`src/hdl/pfs_pkg.sv`:
```
//Function
//after reset every pad sits in alternate slot zero unless that pad has its own reset choice.
//each pad offers a set of alternate functions picked through its pad config register.
//a selected non-maskable interrupt input wins and the slot field is ignored.
//out of reset every pad is general-purpose I/O except the port C and port H test pins.
//after reset port C pins 0 and 1 carry the scan test data input and test data output.
//after reset port H pins 9 and 10 carry scan clock and mode select, inputs with pull-ups.
//software moves the four test pins to general-purpose I/O itself when it needs them so.
//port C pin 1 sits in alternate slot two after reset, driving test data output.
//port C pin 1 output buffer enable resets to one but has no effect while in slot two.
//once software selects slot zero on port C pin 1 its output buffer is enabled at once.
//port C pin 1 supports fast and medium drive and resets to medium.
//for flagged functions software keeps the input buffer enable bit cleared.
//every pad carrying a wakeup input can also raise an external interrupt.
//functions flagged as boot-only work only while the device is booting.
//each pad reports its type: fast, medium, slow, analog input or analog input/output.
//a two-bit slot field picks output slots zero to three; slotless inputs always see the pad.
//all pads except scan clock and mode select are tristated during and after reset; the code also tristates scan clock and mode select during reset.
package pfs_pkg;

    localparam int          PFS_NPADS     = 8;
    localparam int          PFS_ADR_W     = 8;
    localparam logic [15:0] PFS_WMASK     = 16'h031f;

    // pad config register fields
    localparam int          PFS_AF_LSB    = 0;
    localparam int          PFS_BIT_NMI   = 2;
    localparam int          PFS_BIT_PULL  = 3;
    localparam int          PFS_BIT_FAST  = 4;
    localparam int          PFS_BIT_IBE   = 8;
    localparam int          PFS_BIT_OBE   = 9;
    localparam int          PFS_TYPE_LSB  = 12;
    localparam int          PFS_BIT_LEVEL = 15;

    // pad roles
    localparam int          PFS_PAD_NMI   = 1;
    localparam int          PFS_PAD_WAKE  = 2;
    localparam int          PFS_PAD_EXTERNAL_IRQ_LINE  = 3;
    localparam int          PFS_PAD_TDI   = 4;
    localparam int          PFS_PAD_TDO   = 5;
    localparam int          PFS_PAD_TCK   = 6;
    localparam int          PFS_PAD_TMS   = 7;
    localparam logic [7:0]  PFS_WAKE_MASK = 8'h06;
    localparam logic [7:0]  PFS_EXTERNAL_IRQ_LINE_MASK = 8'h08;
    localparam logic [7:0]  PFS_BOOT_MASK = 8'h04;
    localparam logic [7:0]  PFS_PULL_RST  = 8'hc0;

    // reset values
    localparam logic [15:0] PFS_RST_GPIO  = 16'h0000;
    localparam logic [15:0] PFS_RST_TDI   = 16'h0101;
    localparam logic [15:0] PFS_RST_TDO   = 16'h0202;
    localparam logic [15:0] PFS_RST_SCAN  = 16'h010a;

    typedef enum logic [1:0] {
        alt_slot_zero  = 2'h0,
        alt_slot_one   = 2'h1,
        alt_slot_two   = 2'h2,
        alt_slot_three = 2'h3
    } pfs_slot_e;

    localparam pfs_slot_e   PFS_BOOT_SLOT = alt_slot_three;

    typedef enum logic [2:0] {
        pad_fast      = 3'h0,
        pad_medium    = 3'h1,
        pad_slow      = 3'h2,
        pad_in_analog = 3'h3,
        pad_io_analog = 3'h4
    } pfs_pad_e;

    function automatic logic [15:0] pfs_reset_cfg(input int idx);
        unique case (idx)
            PFS_PAD_TDI: return PFS_RST_TDI;
            PFS_PAD_TDO: return PFS_RST_TDO;
            PFS_PAD_TCK,
            PFS_PAD_TMS: return PFS_RST_SCAN;
            default:     return PFS_RST_GPIO;
        endcase
    endfunction

    function automatic pfs_pad_e pfs_pad_type(input int idx);
        unique case (idx)
            0, 4, 7: return pad_medium;
            3:       return pad_io_analog;
            5:       return pad_fast;
            default: return pad_slow;
        endcase
    endfunction

endpackage

```
`src/hdl/pfs_pad_mux.sv`:
```
module pfs_pad_mux
    import pfs_pkg::*;
(
    input  wire logic                          ref_clk,
    input  wire logic                          nrst,
    input  wire logic                          wb_cyc_i,
    input  wire logic                          wb_stb_i,
    input  wire logic                          wb_we_i,
    input  wire logic [PFS_ADR_W-1:0]          wb_adr_i,
    input  wire logic [3:0]                    wb_sel_i,
    input  wire logic [31:0]                   wb_dat_i,
    output logic      [31:0]                   wb_dat_o,
    output logic                               wb_ack_o,
    input  wire logic                          boot_active,
    input  wire logic [PFS_NPADS-1:0][3:0]     periph_out,
    input  wire logic [PFS_NPADS-1:0][3:0]     periph_oe,
    output logic      [PFS_NPADS-1:0]          periph_in,
    output logic      [PFS_NPADS-1:0]          wakeup_line,
    output logic      [PFS_NPADS-1:0]          external_irq_line,
    output logic                               nmi_req,
    input  wire logic [PFS_NPADS-1:0]          pad_in,
    output logic      [PFS_NPADS-1:0]          pad_out,
    output logic      [PFS_NPADS-1:0]          pad_oe,
    output logic      [PFS_NPADS-1:0]          pad_pull_up,
    output logic      [PFS_NPADS-1:0]          pad_drive_fast
);

    logic [PFS_NPADS-1:0][15:0] cfg_all;
    logic [PFS_NPADS-1:0]       sync_a;
    logic [PFS_NPADS-1:0]       sync_b;
    logic [PFS_NPADS-1:0]       sync_c;
    logic [PFS_NPADS-1:0]       level;
    logic                       bus_req;
    logic                       bus_hit;
    logic [2:0]                 bus_idx;
    logic                       wr_en;
    logic [15:0]                wr_mask;
    logic [15:0]                next_rdata;

    // helper: slot of a pad
    function automatic pfs_slot_e slot_of(input logic [15:0] cfg);
        return pfs_slot_e'(cfg[PFS_AF_LSB +: 2]);
    endfunction

    // helper: nmi input owns the pad
    function automatic logic nmi_owns(input int idx, input logic [15:0] cfg);
        return (idx == PFS_PAD_NMI) && cfg[PFS_BIT_NMI];
    endfunction

    // helper: boot-only function selected after boot
    function automatic logic boot_blocked(input int idx, input logic [15:0] cfg,
                                          input logic booting);
        return PFS_BOOT_MASK[idx] && (slot_of(cfg) == PFS_BOOT_SLOT) && !booting;
    endfunction

    // ---------------- bus slave ----------------
    assign bus_req = wb_cyc_i && wb_stb_i && !wb_ack_o;
    assign bus_hit = (wb_adr_i[PFS_ADR_W-1:5] == 3'h0);
    assign bus_idx = wb_adr_i[4:2];
    // write lands at the edge where the master sees ack
    assign wr_en   = wb_cyc_i && wb_stb_i && wb_ack_o && bus_hit && wb_we_i;
    assign wr_mask = {{8{wb_sel_i[1]}}, {8{wb_sel_i[0]}}} & PFS_WMASK;

    always_comb
    begin
        next_rdata = 16'h0000;
        if (bus_hit)
        begin
            next_rdata = cfg_all[bus_idx] & PFS_WMASK;
            next_rdata[PFS_TYPE_LSB +: 3] = pfs_pad_type(int'(bus_idx));
            next_rdata[PFS_BIT_LEVEL] = level[bus_idx];
        end
    end

    always_ff @(posedge ref_clk or negedge nrst)
    begin
        if (!nrst)
        begin
            wb_ack_o <= 1'b0;
        end
        else
        begin
            wb_ack_o <= bus_req;
        end
    end

    always_ff @(posedge ref_clk or negedge nrst)
    begin
        if (!nrst)
        begin
            wb_dat_o <= 32'h0000_0000;
        end
        else if (bus_req && !wb_we_i)
        begin
            wb_dat_o <= {16'h0000, next_rdata};
        end
    end

    pfs_cfg_store u_store (
        .ref_clk (ref_clk),
        .nrst    (nrst),
        .wr_en   (wr_en),
        .wr_idx  (bus_idx),
        .wr_data (wb_dat_i[15:0]),
        .wr_mask (wr_mask),
        .cfg_all (cfg_all)
    );

    // ---------------- pad input sampling ----------------
    always_ff @(posedge ref_clk or negedge nrst)
    begin
        if (!nrst)
        begin
            sync_a <= '0;
            sync_b <= '0;
            sync_c <= '0;
        end
        else
        begin
            sync_a <= pad_in;
            sync_b <= sync_a;
            sync_c <= sync_b;
        end
    end

    // level follows once second and third stage agree
    always_ff @(posedge ref_clk or negedge nrst)
    begin
        if (!nrst)
        begin
            level <= '0;
        end
        else
        begin
            for (int i = 0; i < PFS_NPADS; i++)
            begin
                if (sync_b[i] == sync_c[i])
                begin
                    level[i] <= sync_b[i];
                end
            end
        end
    end

    // ---------------- inward routing ----------------
    always_ff @(posedge ref_clk or negedge nrst)
    begin
        if (!nrst)
        begin
            periph_in         <= '0;
            wakeup_line       <= '0;
            external_irq_line <= '0;
            nmi_req           <= 1'b0;
        end
        else
        begin
            for (int i = 0; i < PFS_NPADS; i++)
            begin
                periph_in[i]         <= level[i] && cfg_all[i][PFS_BIT_IBE];
                wakeup_line[i]       <= level[i] && PFS_WAKE_MASK[i];
                external_irq_line[i] <= level[i] &&
                                        (PFS_WAKE_MASK[i] || PFS_EXTERNAL_IRQ_LINE_MASK[i]);
            end
            nmi_req <= level[PFS_PAD_NMI] && nmi_owns(PFS_PAD_NMI, cfg_all[PFS_PAD_NMI]);
        end
    end

    // ---------------- outward routing ----------------
    always_ff @(posedge ref_clk or negedge nrst)
    begin
        if (!nrst)
        begin
            pad_out <= '0;
            pad_oe  <= '0;
        end
        else
        begin
            for (int i = 0; i < PFS_NPADS; i++)
            begin
                if (nmi_owns(i, cfg_all[i]) || boot_blocked(i, cfg_all[i], boot_active))
                begin
                    pad_out[i] <= 1'b0;
                    pad_oe[i]  <= 1'b0;
                end
                else if (slot_of(cfg_all[i]) == alt_slot_zero)
                begin
                    pad_out[i] <= periph_out[i][0];
                    pad_oe[i]  <= cfg_all[i][PFS_BIT_OBE];
                end
                else
                begin
                    pad_out[i] <= periph_out[i][slot_of(cfg_all[i])];
                    pad_oe[i]  <= periph_oe[i][slot_of(cfg_all[i])];
                end
            end
        end
    end

    always_ff @(posedge ref_clk or negedge nrst)
    begin
        if (!nrst)
        begin
            pad_pull_up    <= PFS_PULL_RST;
            pad_drive_fast <= '0;
        end
        else
        begin
            for (int i = 0; i < PFS_NPADS; i++)
            begin
                pad_pull_up[i]    <= cfg_all[i][PFS_BIT_PULL];
                pad_drive_fast[i] <= cfg_all[i][PFS_BIT_FAST] &&
                                     (pfs_pad_type(i) == pad_fast);
            end
        end
    end

    // ---------------- checks ----------------
    logic fresh;

    always_ff @(posedge ref_clk or negedge nrst)
    begin
        if (!nrst)
        begin
            fresh <= 1'b1;
        end
        else
        begin
            fresh <= 1'b0;
        end
    end
endmodule // pfs_pad_mux

```
`src/hdl/pfs_cfg_store.sv`:
```
module pfs_cfg_store
    import pfs_pkg::*;
(
    input  wire logic                         ref_clk,
    input  wire logic                         nrst,
    input  wire logic                         wr_en,
    input  wire logic [2:0]                   wr_idx,
    input  wire logic [15:0]                  wr_data,
    input  wire logic [15:0]                  wr_mask,
    output logic      [PFS_NPADS-1:0][15:0]   cfg_all
);

    always_ff @(posedge ref_clk or negedge nrst)
    begin
        if (!nrst)
        begin
            for (int i = 0; i < PFS_NPADS; i++)
            begin
                cfg_all[i] <= pfs_reset_cfg(i);
            end
        end
        else if (wr_en)
        begin
            cfg_all[wr_idx] <= (cfg_all[wr_idx] & ~wr_mask) | (wr_data & wr_mask);
        end
    end

endmodule // pfs_cfg_store

```
`config.mk`:
```
export PLATFORM = sky130hd
export DESIGN_NAME = pfs_pad_mux
export DESIGN_NICKNAME = d
export VERILOG_FILES = /design/src/hdl/pfs_pkg.sv /design/src/hdl/pfs_pad_mux.sv /design/src/hdl/pfs_cfg_store.sv
export SDC_FILE = /design/constraint.sdc
export NUM_CORES = 1
export LEC_CHECK = 0
export BUFFER_PORTS_ARGS = -buffer_cell sky130_fd_sc_hd__buf_2
export CAP_MARGIN = 20
export CORE_ASPECT_RATIO = 0.75
export CORE_MARGIN = 4
export CORE_UTILIZATION = 35
export CTS_CLUSTER_DIAMETER = 30
export DETAILED_ROUTE_END_ITERATION = 8
export GPL_ROUTABILITY_DRIVEN = 0
export PLACE_DENSITY = 0.65
export SLEW_MARGIN = 20
export SYNTH_ARGS = -nofsm -noshare
export SYNTH_HDL_FRONTEND = slang
export SYNTH_SLANG_ARGS = --single-unit
```
`constraint.sdc`:
```
create_clock -name ref_clk -period 1.8 [get_ports ref_clk]
set_clock_uncertainty 0.2 [all_clocks]
set_input_delay 0.18 -clock ref_clk [delete_from_list [all_inputs] [get_ports ref_clk]]
set_output_delay 0.18 -clock ref_clk [all_outputs]
set_load 0.005 [all_outputs]
```
==> impl.org <==
** Run status
- Outcome :: finished, final reports clean

** Floorplan
- Initial cell density of the core :: 36.2%
- From bottom edge to top edge, the die measures 120 um.
- During I/O placement, the number of pins put on the boundary was 212.
- The die is 158 um wide.
- Die footprint :: 19000 um^2
- The core region is 16300 um^2.
- Rows :: 40

** Synthesis
- Netlist area before placement :: 5890 um^2
- The synthesized design contains 0 enable-type register cells.
- Ranked by total cell area, the synthesized netlist is headed by sky130_fd_sc_hd__dfrtp_1 53%, sky130_fd_sc_hd__mux4_2 9.9%, sky130_fd_sc_hd__dfstp_2 5.3%.
- Yosys instantiated no cell more often than sky130_fd_sc_hd__dfrtp_1.
- Seq/Total Area, Yosys :: 58.4%
- Yosys mapped the design onto 35 distinct sky130hd cell types.
- After synthesis, the most frequently instantiated cells are 125 x sky130_fd_sc_hd__dfrtp_1, 54 x sky130_fd_sc_hd__nand2_1, 42 x sky130_fd_sc_hd__buf_4.
- Yosys printed 0 warnings.
- The share of synthesized area in the top cell type comes to 53.1%.
- For this run, asynchronously set or reset flops after synthesis account for 100%.
- Flip-flop and latch count after synthesis :: 137
- Post-synthesis cell type with the largest combined area :: sky130_fd_sc_hd__dfrtp_1
- In the synthesized netlist the dominant register cell turns out to be sky130_fd_sc_hd__dfrtp_1.
- Instance count of the mapped netlist :: 430
- Dividing the synthesized area by the synthesized cell count gives 13.7 um^2.

** Clock network
- TritonCTS built the clock tree.
- Number of buffers added by the clock tree synthesis step :: 17
- Number of levels the H-tree was split into :: 4
- Clock net sink count :: 137
- The longest clock path from root to sink contains 2 buffers.
- Clock insertion delay at the later pin of the skew report :: 0.42 ns
- CTS Root Buffer Type :: sky130_fd_sc_hd__clkbuf_16
- After clock tree synthesis, the clock-pin slew on the worst setup and hold paths is 0.06 ns.

** Route
- The count of nets left with antenna violations once routing finished came out at 0.
- The detailed router finished its first iteration with 311 violations.
- Wire per inst :: 17.2 um
- After detailed routing, the number of vias per cell comes to 4.68.
- Wires add up to 15600 um.
- Across all layers, the routed design uses 4232 vias.
- After detailed routing, the number of remaining DRC violations is 0.
- Detailed-router iteration count before antenna repair :: 4

** Critical path
- Arrival time reported for the critical path endpoint :: 1.88 ns
- Worst Setup Path Type :: reg -> reg
- Data on the critical path is required at its endpoint by 1.90 ns.
- Critical path cell sequence :: mux4_2 -> mux2i_2 -> mux2_4 -> o21ai_2
- Count of buffering cells on the critical path with inverters included :: 0
- Dominant delay contributor by cell family on the critical path :: multiplexers
- Max FO, Critical Path :: 8
- Critical Path End Type :: register
- STA classifies the critical path startpoint as a register.
- Largest stage delay on the critical path :: 0.49 ns
- For this design, the slowest cell found on the critical path is sky130_fd_sc_hd__mux4_2.

** Global route
- Global route overflow :: 0
- Entering global routing, the biggest net connects 42 pins.
- The number of global-route vias before repair was 4528.
- The first global-routing pass estimated 24000 um of wire.
- Number of antenna violations at the first check in global routing :: 0
- Total global routing track utilization :: 16.8%

** STA
- Final period demand of the worst path :: 1.78 ns
- Setup repair after global routing could not meet its margin everywhere.
- Hold Slack :: 0.0151 ns
- The final-report max-slew violation count was 0.
- Achievable clock frequency :: 561 MHz
- Of the available clock period, the critical path in the final layout requires 99.0%.
- The number of endpoints with negative hold slack in the final report came to 0.
- Final-report setup violation count :: 0

** Place
- The count of buffers added on input and output ports is 135.
- Post-detail-place hpwl :: 11100 um

** Layout
- The number of antenna diodes in the final layout is 0.
- Total Nets Final :: 804
- Relative area change from synthesis to final layout :: 41.6%
- After filler insertion, the fill cell instance count of the layout stands at 1381.
- Cells with a size suffix above 1 make up 45.0% of the layout.

** Job
- The tool flagged a number of max-cap violations equal to 0.

** Power
- Peak VDD IR :: 0.000546 V
- Overall power after layout :: 7390 uW
- In this run the static leakage power is 0.00400 uW.
- Dividing total power by cell area gives a power density of 885 nW/um^2.

** Worst hold path
- The min-delay analysis places its worst path in the category in -> async.
worst paths after layout:
| check | start | endpoint | slack, ns | cells after the start |
|---|---|---|---|---|
| max in group asynchronous | nrst | u_store.cfg_all[64] | 0.76 | 3 |
| setup / recovery | u_store.cfg_all[116] | u_store.cfg_all[4] | 0.02 | 4 |
| min in group ref_clk | wb_dat_i[3] | u_store.cfg_all[99] | 0.02 | 4 |
| hold reg to reg | sync_a[2] | sync_b[2] | 0.15 | 0 |
| hold / removal | nrst | periph_in[0] | 0.02 | 2 |
| setup reg to reg | u_store.cfg_all[116] | u_store.cfg_all[4] | 0.02 | 4 |
cell type report:
cell class	count	area, um^2	share of cell area, %
Sequential cell	137	3440	41.2
Multi-Input combinational cell	257	2160	25.9
Timing Repair Buffer	255	1820	21.8
Clock buffer	18	439	5.26
Tap cell	210	263	3.15
Clock inverter	14	174	2.08
Inverter	14	52.6	0.629
cells in the final DEF, fill, tap and decap left out, types with 11 or more instances in the layout:
master,count
sky130_fd_sc_hd__o21ai_2,36
sky130_fd_sc_hd__clkbuf_16,17
sky130_fd_sc_hd__buf_4,41
sky130_fd_sc_hd__inv_1,14
sky130_fd_sc_hd__nand2_1,54
sky130_fd_sc_hd__buf_2,134
sky130_fd_sc_hd__conb_1,39
sky130_fd_sc_hd__dfstp_2,12
sky130_fd_sc_hd__dfrtp_1,125
sky130_fd_sc_hd__and2_1,11
sky130_fd_sc_hd__dlygate4sd3_1,70
sky130_fd_sc_hd__mux4_2,28
sky130_fd_sc_hd__mux2i_1,20
kinds of logic (layout without fill, tap and decap cells):
kind of cell / after synthesis / after routing / share of synthesized area, %
adder cells (fa/ha/maj): 8 / 8 / 1.36
buffers and inverters: 74 / 301 / 7.92
AO/OA/AOI/OAI: 58 / 58 / 7.60
other: 1 / 39 / 0.0636
AND/OR/NAND/NOR: 88 / 88 / 7.17
flip-flops: 137 / 137 / 58.4
multiplexers: 64 / 64 / 17.5
per-stage QoR:
step | worst slack (ns) | std cells | TNS (ns) | utilization, % | area (um^2)
2_1_floorplan | 0.0345 | 468 | 0 | - | 6040
3_3_place_gp | -0.176 | 798 | -6.48 | 42.7 | 6940
3_5_place_dp | -0.219 | 798 | -8.75 | 42.7 | 6940
4_1_cts | 0.00893 | 903 | 0 | 50.9 | 8280
5_1_grt | -0.0507 | 905 | -0.300 | 51.3 | 8350
6_report | 0.0174 | 905 | 0 | 51.3 | 8350
report_power, final:
part | internal, uW | switching [uW] | leakage, uW | total [uW]
sequential | 3170 | 46.2 | 0.00169 | 3210
combinational | 326 | 290 | 0.00204 | 615
clock | 2220 | 1350 | 0.000277 | 3560
total | 5710 | 1680 | 0.00400 | 7390
worst register-to-register path, cell delays in order, from the launching register on:
cell and delay, ns:
sky130_fd_sc_hd__dfrtp_1 0.39, sky130_fd_sc_hd__mux4_2 0.49, sky130_fd_sc_hd__mux2i_2 0.22, sky130_fd_sc_hd__mux2_4 0.29
sky130_fd_sc_hd__o21ai_2 0.08
timing repair:
action | 4_1_cts | 5_1_grt
hold endpoints to repair | 158 | 0
setup endpoints to repair | 15 | 56
hold buffers | 70 | 0
buffers inserted | 3 | 2
pin swaps | 0 | 22
gates resized for setup | 3 | 25
state kept, by name, indices dropped and copies added (netlist names):
name,cells
external_irq_line,3
pad_pull_up,8
sync_c,8
level,8
nmi_req,1
periph_in,8
pad_out,8
sync_a,8
u_store.cfg_all,56
wb_dat_o,11
wb_ack_o,1
pad_drive_fast,1
pad_oe,8
sync_b,8
per-layer routing:
| metal | up-vias | track usage (%) | wire length (um) |
|---|---|---|---|
| met1 | 2116 | 22.3 | 6890 |
| met4 | 0 | 5.16 | 138 |
| li1 | 1940 | - | - |
| met2 | 164 | 26.8 | 7470 |
| met3 | 12 | 4.69 | 1090 |
| met5 | - | 0 | 0 |
Power figures use the tool's default switching activity.
